[src/include/ubp_cfg.svh]
/*
  Address map, field positions, codes and timing counts of the byte port block.
  Assumes it is included by bare name wherever a constant is needed.
*/
`ifndef UBP_CFG_SVH
`define UBP_CFG_SVH
// ==========================================================================
// Register byte addresses.
`define UBP_ADDR_CTRL_A 8'h00
`define UBP_ADDR_CTRL_B 8'h04
`define UBP_ADDR_GEN 8'h08
`define UBP_ADDR_STAT 8'h0c
`define UBP_ADDR_DDR_A 8'h10
`define UBP_ADDR_DDR_B 8'h14
`define UBP_ADDR_DATA_A 8'h18
`define UBP_ADDR_DATA_B 8'h1c
// ==========================================================================
// Control register fields and codes.
`define UBP_SUB_HI 7
`define UBP_SUB_LO 6
`define UBP_AUX_HI 5
`define UBP_AUX_LO 3
`define UBP_AUX_OUT_BIT 5
`define UBP_AUXIE_BIT 2
`define UBP_SVCE_BIT 1
`define UBP_STC_BIT 0
`define UBP_SUB_IN 2'h0
`define UBP_SUB_OUT 2'h1
`define UBP_AUX_NEG 3'h4
`define UBP_AUX_ASR 3'h5
`define UBP_AUX_ILK 3'h6
`define UBP_AUX_PLS 3'h7
`define UBP_CTRL_RST 8'h00
// ==========================================================================
// Timing in clock cycles, pin polarity and bus answers.
`define UBP_HS_DELAY_CYC 2'h2
`define UBP_PULSE_CYC 3'h4
`define UBP_ACT_HIGH 1'b1
`define UBP_RESP_OKAY 2'h0
`define UBP_RESP_DECERR 2'h3
`endif

[src/include/ubp_pkg.sv]
/*
  Types of the byte port block: per-port state and bus slave state.
  Assumes ubp_cfg.svh is not needed here; widths are fixed.
*/
package ubp_pkg;
  // ========================================================================
  // State of one port.
  typedef struct packed {
    logic [7:0] ctrl;    // Port control register.
    logic [7:0] ddr;     // Direction, one means output.
    logic [7:0] olat;    // Final output latch, drives the pins.
    logic [7:0] iol;     // Initial output latch.
    logic [7:0] fil;     // Final input latch, seen by reads.
    logic [7:0] iil;     // Initial input latch.
    logic [1:0] cnt;     // Bytes held in the double buffer.
    logic [1:0] dly;     // Countdown to the handshake assertion.
    logic [2:0] pw;      // Countdown of the handshake pulse.
    logic aux_on;        // Handshake output asserted.
    logic pres;          // A byte was presented and awaits its ack.
    logic owed;          // A handshake assertion is still owed.
    logic aux_st;        // Second-pin status bit.
    logic strobe_st;     // First-pin status bit.
    logic svc;           // Service request output.
    logic auxirq;        // Second-pin interrupt output.
    logic aux_pin;       // Second-pin output level.
    logic aux_oe;        // Second-pin output enable.
  } ubp_port_t;
  // ========================================================================
  // State of the AXI4-Lite slave.
  typedef struct packed {
    logic aw_full;
    logic [7:0] awaddr;
    logic w_full;
    logic [31:0] wdata;
    logic [3:0] wstrb;
    logic bvalid;
    logic [1:0] bresp;
    logic rvalid;
    logic [31:0] rdata;
    logic [1:0] rresp;
  } ubp_axil_t;
endpackage

[src/logic/ubp_edge.sv]
/*
  Asserted-sense conversion and asserted-edge detection for handshake pins.
  Assumes the pins are synchronous to i_clk.
*/
`include "ubp_cfg.svh"
module ubp_edge (
  // Clock and reset.
  input wire logic i_clk,
  input wire logic i_nrst,
  // Pin levels.
  input wire logic [3:0] i_pin,
  // Asserted level and asserted edge.
  output logic [3:0] o_asr,
  output logic [3:0] o_edge
);
  // ========================================================================
  // Previous asserted level, one flip-flop per pin.
  logic [3:0] prev_q;
  logic [3:0] prev_d;

  // Convert to the asserted sense so that every edge means the same thing.
  always_comb begin
    o_asr = i_pin ^ {4{~`UBP_ACT_HIGH}};
    o_edge = o_asr & ~prev_q;
    prev_d = o_asr;
  end

  // Reset assumes all pins negated, so a pin held asserted gives one edge.
  always_ff @(posedge i_clk or negedge i_nrst) begin
    if (!i_nrst) begin
      prev_q <= 4'h0;
    end else begin
      prev_q <= prev_d;
    end
  end
endmodule

[src/logic/ubp_axil.sv]
/*
  AXI4-Lite slave for the byte port block, one write and one read at a time.
  Assumes the parent answers i_wr_ok, i_rd_ok and i_rd_data combinationally.
*/
`include "ubp_cfg.svh"
module ubp_axil (
  // Clock and reset.
  input wire logic i_clk,
  input wire logic i_nrst,
  // Write channels.
  input wire logic i_awvalid,
  output logic o_awready,
  input wire logic [7:0] i_awaddr,
  input wire logic i_wvalid,
  output logic o_wready,
  input wire logic [31:0] i_wdata,
  input wire logic [3:0] i_wstrb,
  output logic o_bvalid,
  input wire logic i_bready,
  output logic [1:0] o_bresp,
  // Read channels.
  input wire logic i_arvalid,
  output logic o_arready,
  output logic o_rvalid,
  input wire logic i_rready,
  output logic [31:0] o_rdata,
  output logic [1:0] o_rresp,
  // Register side.
  output logic o_wr_en,
  output logic [7:0] o_wr_addr,
  output logic [31:0] o_wr_data,
  output logic [3:0] o_wr_strb,
  input wire logic i_wr_ok,
  output logic o_rd_en,
  input wire logic i_rd_ok,
  input wire logic [31:0] i_rd_data
);
  // ========================================================================
  // State and next state.
  ubp_pkg::ubp_axil_t q;
  ubp_pkg::ubp_axil_t d;

  // Readies are plain functions of state, so they never drop mid-handshake.
  assign o_awready = !q.aw_full;
  assign o_wready = !q.w_full;
  assign o_arready = !q.rvalid;
  assign o_bvalid = q.bvalid;
  assign o_bresp = q.bresp;
  assign o_rvalid = q.rvalid;
  assign o_rdata = q.rdata;
  assign o_rresp = q.rresp;
  assign o_wr_addr = q.awaddr;
  assign o_wr_data = q.wdata;
  assign o_wr_strb = q.wstrb;
  assign o_wr_en = q.aw_full && q.w_full && !q.bvalid;
  assign o_rd_en = i_arvalid && !q.rvalid;

  // Take address and data in either order; act once both are held.
  always_comb begin
    d = q;
    if (i_awvalid && !q.aw_full) begin
      d.aw_full = 1'b1;
      d.awaddr = i_awaddr;
    end
    if (i_wvalid && !q.w_full) begin
      d.w_full = 1'b1;
      d.wdata = i_wdata;
      d.wstrb = i_wstrb;
    end
    if (q.bvalid && i_bready) begin
      d.bvalid = 1'b0;
    end
    if (o_wr_en) begin
      d.aw_full = 1'b0;
      d.w_full = 1'b0;
      d.bvalid = 1'b1;
      d.bresp = i_wr_ok ? `UBP_RESP_OKAY : `UBP_RESP_DECERR;
    end
    if (q.rvalid && i_rready) begin
      d.rvalid = 1'b0;
    end
    if (o_rd_en) begin
      d.rvalid = 1'b1;
      d.rdata = i_rd_data;
      d.rresp = i_rd_ok ? `UBP_RESP_OKAY : `UBP_RESP_DECERR;
    end
  end

  // Register the state.
  always_ff @(posedge i_clk or negedge i_nrst) begin
    if (!i_nrst) begin
      q <= '0;
    end else begin
      q <= d;
    end
  end
endmodule

[src/logic/ubp_top.sv]
/*
  Two 8-bit unidirectional byte ports with handshakes: double-buffered input
  in submode 00 and double-buffered output in submode 01, behind AXI4-Lite.
  Assumes all pins are synchronous to i_clk and that the bus master obeys
  AXI4-Lite; port A sits in bits 7:0 of the data pins, port B in 15:8.
*/
`include "ubp_cfg.svh"

module ubp_top (
  // Clock and reset.
  input wire logic i_clk,
  input wire logic i_nrst,
  // AXI4-Lite write address, data and response.
  input wire logic i_axi_awvalid,
  output logic o_axi_awready,
  input wire logic [7:0] i_axi_awaddr,
  input wire logic i_axi_wvalid,
  output logic o_axi_wready,
  input wire logic [31:0] i_axi_wdata,
  input wire logic [3:0] i_axi_wstrb,
  output logic o_axi_bvalid,
  input wire logic i_axi_bready,
  output logic [1:0] o_axi_bresp,
  // AXI4-Lite read address and data.
  input wire logic i_axi_arvalid,
  output logic o_axi_arready,
  input wire logic [7:0] i_axi_araddr,
  output logic o_axi_rvalid,
  input wire logic i_axi_rready,
  output logic [31:0] o_axi_rdata,
  output logic [1:0] o_axi_rresp,
  // Port data pins, port A low byte, port B high byte.
  input wire logic [15:0] i_port_data,
  output logic [15:0] o_port_data,
  output logic [15:0] o_port_data_oe,
  // First handshake pins, index 0 for port A.
  input wire logic [1:0] i_strobe_in,
  // Second handshake pins, two-way.
  input wire logic [1:0] i_handshake_aux,
  output logic [1:0] o_handshake_aux,
  output logic [1:0] o_handshake_aux_oe,
  // Service requests and second-pin interrupts.
  output logic [1:0] o_service_request,
  output logic [1:0] o_aux_irq
);
  // ========================================================================
  // Block state: both ports and the pair enables.
  typedef struct packed {
    ubp_pkg::ubp_port_t [1:0] port; // Per-port state.
    logic [1:0] en;                 // Pair enables, bit 0 for port A.
  } ubp_top_st_t;

  ubp_top_st_t q; // Registered state.
  ubp_top_st_t d; // Next state.

  // Register-side strobes from the bus slave.
  logic wr_en;
  logic [7:0] wr_addr;
  logic [31:0] wr_data;
  logic [3:0] wr_strb;
  logic rd_en;
  logic [31:0] rd_data;
  // Handshake pins in the asserted sense.
  logic [3:0] hs_asr;
  logic [3:0] hs_edge;

  // ========================================================================
  // Address decode, used for both reads and writes.
  function automatic logic addr_ok(input logic [7:0] a);
    addr_ok = (a == `UBP_ADDR_CTRL_A) || (a == `UBP_ADDR_CTRL_B) ||
              (a == `UBP_ADDR_GEN) || (a == `UBP_ADDR_STAT) ||
              (a == `UBP_ADDR_DDR_A) || (a == `UBP_ADDR_DDR_B) ||
              (a == `UBP_ADDR_DATA_A) || (a == `UBP_ADDR_DATA_B);
  endfunction

  // Turn an asserted level into the pin level.
  function automatic logic pin_lvl(input logic a);
    pin_lvl = a ^ ~`UBP_ACT_HIGH;
  endfunction

  // Byte seen by a data register read: latched input or pin where the
  // direction bit is zero, the final output latch where it is one.
  function automatic logic [7:0] data_rd(input ubp_pkg::ubp_port_t p, input logic [7:0] pin);
    logic [7:0] src;
    src = (p.ctrl[`UBP_SUB_HI:`UBP_SUB_LO] == `UBP_SUB_IN) ? p.fil : pin;
    data_rd = (src & ~p.ddr) | (p.olat & p.ddr);
  endfunction

  // ========================================================================
  // Bus slave.
  ubp_axil u_axil (
    .i_clk(i_clk),
    .i_nrst(i_nrst),
    .i_awvalid(i_axi_awvalid),
    .o_awready(o_axi_awready),
    .i_awaddr(i_axi_awaddr),
    .i_wvalid(i_axi_wvalid),
    .o_wready(o_axi_wready),
    .i_wdata(i_axi_wdata),
    .i_wstrb(i_axi_wstrb),
    .o_bvalid(o_axi_bvalid),
    .i_bready(i_axi_bready),
    .o_bresp(o_axi_bresp),
    .i_arvalid(i_axi_arvalid),
    .o_arready(o_axi_arready),
    .o_rvalid(o_axi_rvalid),
    .i_rready(i_axi_rready),
    .o_rdata(o_axi_rdata),
    .o_rresp(o_axi_rresp),
    .o_wr_en(wr_en),
    .o_wr_addr(wr_addr),
    .o_wr_data(wr_data),
    .o_wr_strb(wr_strb),
    .i_wr_ok(addr_ok(wr_addr)),
    .o_rd_en(rd_en),
    .i_rd_ok(addr_ok(i_axi_araddr)),
    .i_rd_data(rd_data)
  );

  // Edge detection: strobes in bits 1:0, auxiliary inputs in bits 3:2.
  ubp_edge u_edge (
    .i_clk(i_clk),
    .i_nrst(i_nrst),
    .i_pin({i_handshake_aux, i_strobe_in}),
    .o_asr(hs_asr),
    .o_edge(hs_edge)
  );

  // ========================================================================
  // Read multiplexer; unmapped addresses read zero with an error answer.
  always_comb begin
    case (i_axi_araddr)
      `UBP_ADDR_CTRL_A: rd_data = {24'h0, q.port[0].ctrl};
      `UBP_ADDR_CTRL_B: rd_data = {24'h0, q.port[1].ctrl};
      `UBP_ADDR_GEN: rd_data = {30'h0, q.en};
      `UBP_ADDR_STAT: rd_data = {28'h0, q.port[1].aux_st, q.port[1].strobe_st,
                                 q.port[0].aux_st, q.port[0].strobe_st};
      `UBP_ADDR_DDR_A: rd_data = {24'h0, q.port[0].ddr};
      `UBP_ADDR_DDR_B: rd_data = {24'h0, q.port[1].ddr};
      `UBP_ADDR_DATA_A: rd_data = {24'h0, data_rd(q.port[0], i_port_data[7:0])};
      `UBP_ADDR_DATA_B: rd_data = {24'h0, data_rd(q.port[1], i_port_data[15:8])};
      default: rd_data = 32'h0;
    endcase
  end

  // ========================================================================
  // Port engines. After its control and direction writes, each port goes in order: timers, then
  // bus reads, then pin events, then bus writes, so that a write in the same
  // cycle as an acknowledge lands in the latch the acknowledge just freed.
  always_comb begin
    logic [1:0] sub;
    logic [2:0] aux;
    logic hs;
    logic wr_byte;
    logic take;
    logic [7:0] pin_in;
    sub = 2'h0;
    aux = 3'h0;
    hs = 1'b0;
    wr_byte = 1'b0;
    take = 1'b0;
    pin_in = 8'h0;
    d = q;
    // General control: pair enables.
    if (wr_en && wr_strb[0] && wr_addr == `UBP_ADDR_GEN) begin
      d.en = wr_data[1:0];
    end
    for (int p = 0; p < 2; p++) begin
      sub = q.port[p].ctrl[`UBP_SUB_HI:`UBP_SUB_LO];
      aux = q.port[p].ctrl[`UBP_AUX_HI:`UBP_AUX_LO];
      hs = (aux == `UBP_AUX_ILK) || (aux == `UBP_AUX_PLS);
      pin_in = i_port_data[8*p +: 8];
      // Control and direction writes.
      if (wr_en && wr_strb[0] && wr_addr == (p == 0 ? `UBP_ADDR_CTRL_A : `UBP_ADDR_CTRL_B)) begin
        d.port[p].ctrl = wr_data[7:0];
      end
      if (wr_en && wr_strb[0] && wr_addr == (p == 0 ? `UBP_ADDR_DDR_A : `UBP_ADDR_DDR_B)) begin
        d.port[p].ddr = wr_data[7:0];
      end
      wr_byte = wr_en && wr_strb[0] && wr_addr == (p == 0 ? `UBP_ADDR_DATA_A : `UBP_ADDR_DATA_B);
      // Assertion delay: the handshake rises as the count runs out.
      if (q.port[p].dly != 2'h0) begin
        d.port[p].dly = q.port[p].dly - 2'h1;
        if (q.port[p].dly == 2'h1 && hs) begin
          d.port[p].aux_on = 1'b1;
          d.port[p].pres = 1'b1;
          d.port[p].pw = `UBP_PULSE_CYC;
        end
      end
      // Pulse width: a pulsed handshake drops after four cycles.
      if (q.port[p].pw != 3'h0) begin
        d.port[p].pw = q.port[p].pw - 3'h1;
        if (q.port[p].pw == 3'h1 && aux == `UBP_AUX_PLS) begin
          d.port[p].aux_on = 1'b0;
        end
      end
      if (sub == `UBP_SUB_IN) begin
        // A data read removes the oldest byte.
        if (rd_en && i_axi_araddr == (p == 0 ? `UBP_ADDR_DATA_A : `UBP_ADDR_DATA_B) &&
            q.port[p].cnt != 2'h0) begin
          d.port[p].fil = q.port[p].iil;
          d.port[p].cnt = q.port[p].cnt - 2'h1;
        end
        // Latch the byte on the strobe edge while a latch is free.
        take = q.en[p] && hs_edge[p] && q.port[p].cnt != 2'h2;
        if (take) begin
          if (d.port[p].cnt == 2'h0) begin
            d.port[p].fil = pin_in;
          end else begin
            d.port[p].iil = pin_in;
          end
          d.port[p].cnt = d.port[p].cnt + 2'h1;
        end
        // The strobe edge negates the handshake; it comes back when ready.
        if (hs_edge[p]) begin
          d.port[p].aux_on = 1'b0;
          d.port[p].owed = 1'b1;
          d.port[p].pw = 3'h0;
        end else if (hs && q.port[p].owed && q.en[p] && d.port[p].cnt != 2'h2) begin
          d.port[p].aux_on = 1'b1;
          d.port[p].owed = 1'b0;
          d.port[p].pw = `UBP_PULSE_CYC;
        end
        if (hs && aux == `UBP_AUX_ILK && d.port[p].cnt == 2'h2) begin
          d.port[p].aux_on = 1'b0;
        end
        // Output pins here are a single latch, written directly.
        if (wr_byte) begin
          d.port[p].olat = wr_data[7:0];
        end
      end else if (sub == `UBP_SUB_OUT) begin
        // An acknowledge only counts while a byte is held, and in the handshake codes only once it is presented.
        take = q.en[p] && hs_edge[p] && q.port[p].cnt != 2'h0 && (!hs || q.port[p].pres);
        if (take) begin
          d.port[p].aux_on = 1'b0;
          d.port[p].pres = 1'b0;
          d.port[p].pw = 3'h0;
          if (q.port[p].cnt == 2'h2) begin
            d.port[p].olat = q.port[p].iol;
            d.port[p].dly = `UBP_HS_DELAY_CYC;
          end
          d.port[p].cnt = q.port[p].cnt - 2'h1;
        end
        // Writes fill the double buffer whatever the pin directions; a
        // write to a full buffer is dropped.
        if (wr_byte && d.port[p].cnt != 2'h2) begin
          if (d.port[p].cnt == 2'h0) begin
            d.port[p].olat = wr_data[7:0];
            d.port[p].dly = `UBP_HS_DELAY_CYC;
          end else begin
            d.port[p].iol = wr_data[7:0];
          end
          d.port[p].cnt = d.port[p].cnt + 2'h1;
        end
        // A byte left over from a disabled spell is presented again.
        if (q.en[p] && q.port[p].owed) begin
          d.port[p].owed = 1'b0;
          d.port[p].dly = `UBP_HS_DELAY_CYC;
        end
      end else begin
        // Bit I/O is not handled here: writes just load the latch.
        if (wr_byte) begin
          d.port[p].olat = wr_data[7:0];
        end
      end
      // A disabled pair holds the handshake negated and forgets timers.
      if (!q.en[p]) begin
        d.port[p].aux_on = 1'b0;
        d.port[p].pres = 1'b0;
        d.port[p].pw = 3'h0;
        d.port[p].dly = 2'h0;
        d.port[p].owed = (sub == `UBP_SUB_IN) ? 1'b1 : (d.port[p].cnt != 2'h0);
      end
      // Second-pin status: the set wins over a write-one clear.
      if (wr_en && wr_strb[0] && wr_addr == `UBP_ADDR_STAT && wr_data[2*p+1]) begin
        d.port[p].aux_st = 1'b0;
      end
      if (aux[2] == 1'b0 && hs_edge[p+2]) begin
        d.port[p].aux_st = 1'b1;
      end
      if (aux[2] == 1'b1 || !q.en[p]) begin
        d.port[p].aux_st = 1'b0;
      end
      // First-pin status follows the buffer fill level.
      if (sub == `UBP_SUB_IN) begin
        d.port[p].strobe_st = d.port[p].cnt != 2'h0;
      end else if (sub == `UBP_SUB_OUT) begin
        if (d.port[p].ctrl[`UBP_STC_BIT]) begin
          d.port[p].strobe_st = d.port[p].cnt == 2'h0;
        end else begin
          d.port[p].strobe_st = d.port[p].cnt != 2'h2;
        end
      end else begin
        d.port[p].strobe_st = 1'b0;
      end
      // Requests gated by their enables.
      d.port[p].svc = d.port[p].strobe_st & d.port[p].ctrl[`UBP_SVCE_BIT];
      d.port[p].auxirq = d.port[p].aux_st & d.port[p].ctrl[`UBP_AUXIE_BIT];
      // Second-pin driver from the new control code.
      aux = d.port[p].ctrl[`UBP_AUX_HI:`UBP_AUX_LO];
      d.port[p].aux_oe = d.port[p].ctrl[`UBP_AUX_OUT_BIT];
      case (aux)
        `UBP_AUX_NEG: d.port[p].aux_pin = pin_lvl(1'b0);
        `UBP_AUX_ASR: d.port[p].aux_pin = pin_lvl(1'b1);
        `UBP_AUX_ILK: d.port[p].aux_pin = pin_lvl(d.port[p].aux_on);
        `UBP_AUX_PLS: d.port[p].aux_pin = pin_lvl(d.port[p].aux_on);
        default: d.port[p].aux_pin = pin_lvl(1'b0);
      endcase
    end
  end

  // ========================================================================
  // State register. Reset clears every control bit, so both ports come up
  // in submode 00 with the second pins as inputs.
  always_ff @(posedge i_clk or negedge i_nrst) begin
    if (!i_nrst) begin
      q <= '0;
      q.port[0].ctrl <= `UBP_CTRL_RST;
      q.port[1].ctrl <= `UBP_CTRL_RST;
      q.port[0].owed <= 1'b1;
      q.port[1].owed <= 1'b1;
      q.port[0].strobe_st <= 1'b0;
      q.port[1].strobe_st <= 1'b0;
      q.port[0].aux_pin <= ~`UBP_ACT_HIGH;
      q.port[1].aux_pin <= ~`UBP_ACT_HIGH;
    end else begin
      q <= d;
    end
  end

  // ========================================================================
  // Pin outputs, all taken from registered state. The output latch drives
  // a pin only where its direction bit is one.
  always_comb begin
    for (int p = 0; p < 2; p++) begin
      o_port_data[8*p +: 8] = q.port[p].olat;
      o_port_data_oe[8*p +: 8] = q.port[p].ddr;
      o_handshake_aux[p] = q.port[p].aux_pin;
      o_handshake_aux_oe[p] = q.port[p].aux_oe;
      o_service_request[p] = q.port[p].svc;
      o_aux_irq[p] = q.port[p].auxirq;
    end
  end
endmodule

[config.mk]
export PLATFORM = sky130hd
export DESIGN_NAME = ubp_top
export DESIGN_NICKNAME = d
export VERILOG_FILES = /design/src/include/ubp_pkg.sv /design/src/logic/ubp_edge.sv /design/src/logic/ubp_axil.sv /design/src/logic/ubp_top.sv
export VERILOG_INCLUDE_DIRS = /design/src /design/src/include
export SDC_FILE = /design/constraint.sdc
export NUM_CORES = 1
export LEC_CHECK = 0
export ABC_AREA = 1
export BUFFER_PORTS_ARGS = -buffer_cell sky130_fd_sc_hd__buf_4
export CORE_MARGIN = 4
export CORE_UTILIZATION = 30
export CTS_CLUSTER_SIZE = 20
export DETAILED_ROUTE_END_ITERATION = 7
export HOLD_SLACK_MARGIN = 0.02
export SYNTH_ARGS = -nofsm -noshare
export SYNTH_HDL_FRONTEND = slang
export SYNTH_SLANG_ARGS = --single-unit
export TNS_END_PERCENT = 20
[constraint.sdc]
create_clock -name i_clk -period 2.4 [get_ports i_clk]
set_input_delay 0.48 -clock i_clk [delete_from_list [all_inputs] [get_ports i_clk]]
set_output_delay 0.48 -clock i_clk [all_outputs]
set_load 0.05 [all_outputs]
==> out/results.txt, run 1 <==
Initial Utilization -> 0.308
CP Class -> reg2reg
H-tree Lvls -> 4
Final Hold Fails -> 0
Layout cells sized above 1 -> 0.219
Ys flop type -> dfrtp_1
Later-pin clock latency in the skew report -> 0.43 ns
Startpoint types -> register
# fillers -> 3,146
Die Width -> 183 um
CP max FO -> 4
Antenna violations before repair -> 0
Gr usage total -> 0.163
Clock buffer depth -> 2
Hold Buf Count CTS -> 0
Post-synthesis compound-gate area fraction -> 0.171
GP Congestion -> 0.922
WP depth -> 13
Relative max-transition margin -> 0.607
First-pass GRT wire length -> 43,000 um
Total power -> 10.3 mW
Most frequent cells in the layout -> 239 x nand2_1, 165 x buf_4, 160 x dfrtp_1
Vias in the first global route -> 7,864
Crit-path max cell delay -> 0.41 ns
Post-Synth Adder-Cell Area -> 0.0217
Critical Path RT -> 2.76 ns
Synth Instances -> 1,173
FF/Latch Area -> 0.00408 mm^2
Tcrit/Tclk final -> 0.958
Maximum clock frequency -> 435 MHz
Max-Cap Viols -> 0
Vias/cell -> 4.84
GRT overflow -> 0
EDFF count, synth -> 0
P per Cell Area -> 929 mW/mm^2
Chip height -> 183 um
PortBufs -> 108
CTS Root Cell -> clkbuf_16
Post-synthesis sequential area ratio -> 0.443
Post-route ant nets -> 0
Area Overhead vs Synth -> 20.9%
DP HPWL -> 21,100 um
Syn. warnings -> 0
DRC Markers -> 0
Post-Synth Simple-Gate Area -> 0.221
Number of diodes -> 0
Routed WL -> 27,700 um
Clock sinks -> 163
Ports -> 160
CP delay by family, top -> simple AND/OR/NAND/NOR gates
Synth Cell Area -> 0.00922 mm^2
Critical Path AT -> 2.65 ns
Synth Area in XOR/XNOR -> 0
Crit-path cells -> inv_1, ha_4, inv_2, nand4_1, nand2_1, inv_1, ha_1, or2_1, nand3_1, nand3_2, nand2_1, nand3_1, a21oi_2
WP buf/inv -> 3
Clock transition at the registers of the reported paths -> 0.06 ns
Multi-input gate area -> 0.00408 mm^2
Worst Setup End Kind -> register
# nets final -> 1,377
Reg-to-Reg Start -> q[17]$_DFF_PN0_
Synthesized flop and latch total -> 163
Worst hold margin -> 0.0386 ns
DR iter-0 viols -> 781
Detailed-route via count -> 8,150
Distinct cells, synth -> 50
Status -> finished, final reports clean
CORE AREA -> 0.0300 mm^2
Final setup fails -> 0
Final Critical Period -> 2.30 ns
R2R depth -> 13
Avg Inst Size Synth -> 7.86 um^2
Worst Tran Pin Value -> 0.588 ns
Initial DRT Pass Iterations -> 5
Die area -> 0.0336 mm^2
CTS buffer count -> 17
Largest net degree at the start of global routing -> 57
Largest family of logic cells by synthesized area -> simple AND/OR/NAND/NOR gates
Leakage -> 5.37 nW
Final Max Slew Viols -> 0
Avg WL per Cell -> 16.5 um
Site Rows -> 63
CTS tree -> built
VDD IR-drop max -> 0.584 mV
Mux cell area share after synthesis -> 0.00733
Slowest stage cell, crit path -> dfrtp_1
Worst min-delay path category -> in2async
Crit path from -> q[17]$_DFF_PN0_
Worst Skew -> 0.0121 ns
Ys async rst share -> 1.00
Most common cell after layout, fill and taps aside -> nand2_1
==> cell usage after synthesis (2+ instances only) <==
library cell | n | area share
nand3_1 | 60 | 0.033
dfrtp_1 | 161 | 0.44
mux2_2 | 6 | 0.0073
inv_1 | 137 | 0.056
o22ai_1 | 8 | 0.0054
inv_2 | 9 | 0.0037
nand2_2 | 10 | 0.0068
o211ai_1 | 22 | 0.018
nor2_4 | 6 | 0.0073
nand4_1 | 14 | 0.0095
dfstp_2 | 2 | 0.0057
nor2_1 | 77 | 0.031
clkbuf_1 | 19 | 0.0077
nor4_1 | 4 | 0.0027
ha_1 | 16 | 0.022
a211oi_1 | 3 | 0.0024
nand2_1 | 242 | 0.099
a21oi_1 | 87 | 0.047
o21ai_0 | 133 | 0.072
buf_2 | 7 | 0.0038
o21ai_4 | 2 | 0.0035
nand2_4 | 2 | 0.0024
nand3b_1 | 2 | 0.0016
nor2_2 | 8 | 0.0054
nor3_1 | 11 | 0.0060
o21ai_1 | 8 | 0.0043
nand3_2 | 6 | 0.0065
buf_4 | 78 | 0.064
a41oi_1 | 2 | 0.0019
a22oi_1 | 3 | 0.0024
a31oi_1 | 8 | 0.0054
or2_1 | 2 | 0.0014
==> worst reg2reg max path: stages, from the launching register on <==
cell,delay (ns)
dfrtp_1,0.41
inv_1,0.15
ha_4,0.22
inv_2,0.09
nand4_1,0.13
nand2_1,0.09
inv_1,0.04
ha_1,0.27
or2_1,0.26
nand3_1,0.11
nand3_2,0.11
nand2_1,0.09
nand3_1,0.11
a21oi_2,0.16
==> repair_timing <==
item | CTS | global route
buffers inserted | 0 | 5
pin swaps | 0 | 5
gates resized for setup | 1 | 27
setup endpoints to repair | 2 | 48
==> layer usage <==
metal | share of wire | track usage
met4 | 0.025 | 0.0483
met5 | 0 | 0
met3 | 0.079 | 0.0420
met2 | 0.46 | 0.259
met1 | 0.44 | 0.220
==> path summary, 6_finish.rpt <==
path / endpoint / slack (ns)
max in group asynchronous: o_port_data[1]$_DFF_PN0_ / 1.63
worst min-delay path: q[36]$_DFFE_PN0P_ / 0.04
worst max-delay path: o_service_request[0]$_DFF_PN0_ / 0.10
worst max register to register: o_service_request[0]$_DFF_PN0_ / 0.10
min in group i_clk: u_edge.prev_q[1]$_DFF_PN0_ / 0.17
worst min register to register: q[14]$_DFF_PN0_ / 0.47
==> sequential cells by signal, indices dropped and copies added (netlist names), 2 cells and up <==
| name | count |
|---|---|
| o_port_data_oe | 16 |
| o_handshake_aux | 2 |
| u_axil.q | 2 |
| u_edge.prev_q | 4 |
| q | 90 |
| u_axil.o_wr_data | 8 |
| u_axil.o_rdata | 8 |
| o_service_request | 2 |
| u_axil.o_wr_addr | 8 |
| o_aux_irq | 2 |
| o_port_data | 16 |
==> where the power goes <==
group	switching (mW)	leakage, nW	internal [mW]	total, mW
logic	2.56	3.09	1.18	3.74
clock network	1.14	0.287	1.59	2.73
registers	0.589	1.99	3.29	3.88
total	4.29	5.37	6.06	10.3
==> per-stage QoR <==
step / cells / util / setup slack (ns) / setup TNS (ns) / cell area, um^2
4_1_cts: 1679 / 0.367 / 0.0225 / 0 / 11000
3_3_place_gp: 1648 / 0.348 / -0.233 / -1.28 / 10400
5_1_grt: 1684 / 0.372 / -0.000675 / -0.000675 / 11100
3_5_place_dp: 1648 / 0.348 / -0.293 / -2.09 / 10400
2_1_floorplan: 1196 / - / 0.0203 / 0 / 9310
6_report: 1684 / 0.372 / 0.102 / 0 / 11100
==> final cells by class <==
class                           count  share of cell area
Sequential cell                   163               0.366
Clock buffer                       20              0.0410
Timing Repair Buffer              171               0.121
Multi-Input combinational cell    781               0.366
Inverter                          148              0.0503
Clock inverter                     11              0.0113
Tap cell                          390              0.0438
==> logic make-up (layout without fill, tap and decap cells) <==
group,after synthesis,after routing
buffers and inverters,252,350
adders and majority gates,16,16
AOI/OAI and AO/OA,284,284
DFF,163,163
other,1,24
and+or+nand+nor,451,451
muxes,6,6
(Power assumes the default switching activity.)
==> run 2: changes to the inputs <==
--- a/config.mk
+++ b/config.mk
@@ -9,10 +9,9 @@
 export ABC_AREA = 1
 export BUFFER_PORTS_ARGS = -buffer_cell sky130_fd_sc_hd__buf_4
 export CORE_MARGIN = 4
-export CORE_UTILIZATION = 30
+export CORE_UTILIZATION = 40
 export CTS_CLUSTER_SIZE = 20
 export DETAILED_ROUTE_END_ITERATION = 7
-export HOLD_SLACK_MARGIN = 0.02
 export SYNTH_ARGS = -nofsm -noshare
 export SYNTH_HDL_FRONTEND = slang
 export SYNTH_SLANG_ARGS = --single-unit
==> run 2 against run 1 <==
  * Combinational power hardly changed
  * Setup slack better by 0.0043 ns
  * Cell count down 5.9%
  * Sequential cell count stayed put
  * The flow now finishes with violations (hold timing)
  * Clock skew decreased by 0.0011 ns
  * First-iteration DRC count down 22%
==> out/results.txt, run 2 (synthesis results as in run 1) <==
Clock sinks -> 163
Most common cell after layout, fill and taps aside -> nand2_1
Worst hold margin -> -0.0108 ns
CP Class -> reg2reg
Antenna violations before repair -> 0
Final Hold Fails -> 5
H-tree Lvls -> 4
Ports -> 160
CORE AREA -> 0.0226 mm^2
Initial DRT Pass Iterations -> 7
Met3 Usage GRT -> 0.0428
CTS tree -> built
# fillers -> 2,194
GRT overflow -> 0
Reg with most FFs -> q
Relative max-transition margin -> 0.617
Vias in the first global route -> 7,700
Critical Path AT -> 2.61 ns
Maximum clock frequency -> 436 MHz
Crit-path max cell delay -> 0.37 ns
Crit-path cells -> inv_1, ha_4, nor2_4, nand3_1, and2_1, ha_1, or2_1, and2_4, nand2_2, nand2_2, nor2_4, inv_2, nand2_1, nor2_1
Clock buffer depth -> 2
Leakage -> 5.38 nW
Clock transition at the registers of the reported paths -> 0.07 ns
Worst min-delay path category -> in2async
Detailed-route via count -> 8,020
Die Width -> 160 um
Vias/cell -> 5.06
CTS Root Cell -> clkbuf_16
CTS buffer count -> 17
Site Rows -> 55
FF/Latch Area -> 0.00408 mm^2
Seq pwr share -> 0.373
First-pass GRT wire length -> 42,000 um
Routing usage on met2 -> 0.322
RSZ-0062 raised after global routing -> true
VDD IR-drop max -> 0.700 mV
Tcrit/Tclk final -> 0.956
GRT busiest layer -> met2
Largest net degree at the start of global routing -> 52
Critical Path RT -> 2.72 ns
Failing checks -> hold timing
Avg WL per Cell -> 16.8 um
Gr usage total -> 0.207
Later-pin clock latency in the skew report -> 0.44 ns
M1 GR Usage -> 0.295
Non-filler cells, final -> 1,584
Layout cells sized above 1 -> 0.219
Total power -> 10.4 mW
Setup TNS -> 0 ns
Die area -> 0.0255 mm^2
Fin worst setup slack -> 0.106 ns
Comb power frac -> 0.357
Status -> complete, but fails checks
Switching share of power -> 0.412
P_sw -> 4.29 mW
Max-Cap Viols -> 0
Worst Tran Pin Value -> 0.572 ns
Post-route ant nets -> 0
Area Overhead vs Synth -> 19.8%
DRC Markers -> 0
Worst Skew -> 0.0109 ns
P per Cell Area -> 943 mW/mm^2
Placed insts -> 1,549
Place WS -> -0.254 ns
Chip height -> 160 um
Final setup fails -> 0
Number of diodes -> 0
# nets final -> 1,382
Slowest stage cell, crit path -> dfrtp_1
Initial Utilization -> 0.407
Hold Buf Count CTS -> 0
Final Critical Period -> 2.29 ns
Most frequent cells in the layout -> 238 x nand2_1, 170 x buf_4, 160 x dfrtp_1
GP Congestion -> 0.913
Startpoint types -> register
CP max FO -> 3
Multi-input gate area -> 0.00406 mm^2
Power share of the clock group -> 0.269
DR iter-0 viols -> 613
Routed WL -> 26,600 um
Worst Setup End Kind -> register
Final Max Slew Viols -> 0
Max reg flops -> 90
PortBufs -> 108
DP HPWL -> 19,800 um
Cell internal pwr -> 6.13 mW
run 2: cell count changes in the layout (fill, tap and decap cells not counted), moves of 3 or more:
cell        before  now
o21ai_1          8   11
clkinv_2         3    0
clkinvlp_4       1    4
buf_4          165  170
run 2: layout make-up:
cell class	instances	area share
flip-flops and latches	163	0.370
multi-input cells	781	0.368
repair buffers	176	0.126
inverters	148	0.0508
clock buffers	20	0.0396
well taps	285	0.0323
clock inverters	11	0.0141
run 2: power by group through the flow:
stage	registers (mW)	logic [mW]	clock network, mW
4_1_cts	3.87	3.59	2.84
6_report	3.89	3.72	2.80
3_5_place_dp	3.92	3.57	0
5_1_grt	3.95	4.10	2.96
3_3_place_gp	3.91	3.52	0
2_1_floorplan	3.70	2.56	0
run 2: worst paths after layout:
kind,startpoint,end,slack [ns],depth (start not counted)
min reg2reg,q[78]$_DFF_PN0_,q[78]$_DFF_PN0_,0.47,1
max reg2reg,q[81]$_DFF_PN0_,q[75]$_DFF_PN0_,0.11,14
max in group asynchronous,i_nrst,q[8]$_DFFE_PN1P_,1.71,2
max,q[81]$_DFF_PN0_,q[75]$_DFF_PN0_,0.11,14
min,i_nrst,q[91]$_DFFE_PN0P_,-0.01,1
min in group i_clk,i_strobe_in[1],u_edge.prev_q[1]$_DFF_PN0_,0.16,1
run 2: per-stage QoR:
step	area, um^2	utilization
floorplan	9310	-
global placement	10300	0.456
detailed placement	10300	0.456
CTS	10900	0.483
global route	11000	0.488
finish	11000	0.488
run 2: what timing repair did:
item                                    4_1_cts  5_1_grt
setup buffers                                 0        4
pin swaps                                     0        5
endpoints found under the setup margin        2       41
hold endpoints to repair                      0        0
resized for setup                             1       26
run 2: metal layers:
layer | part of all wire | vias to the layer above
li1 | - | 3985
met1 | 0.47 | 3757
met2 | 0.46 | 249
met3 | 0.056 | 29
met4 | 0.017 | 0
met5 | 0 | -
run 2: worst max-delay path: cells and delay by family (launching register included):
| kind | cells | cell delay (ns) |
|---|---|---|
| flops | 1 | 0.37 |
| fa+ha+maj | 2 | 0.46 |
| buf+inv | 2 | 0.13 |
| simple gates | 10 | 1.22 |
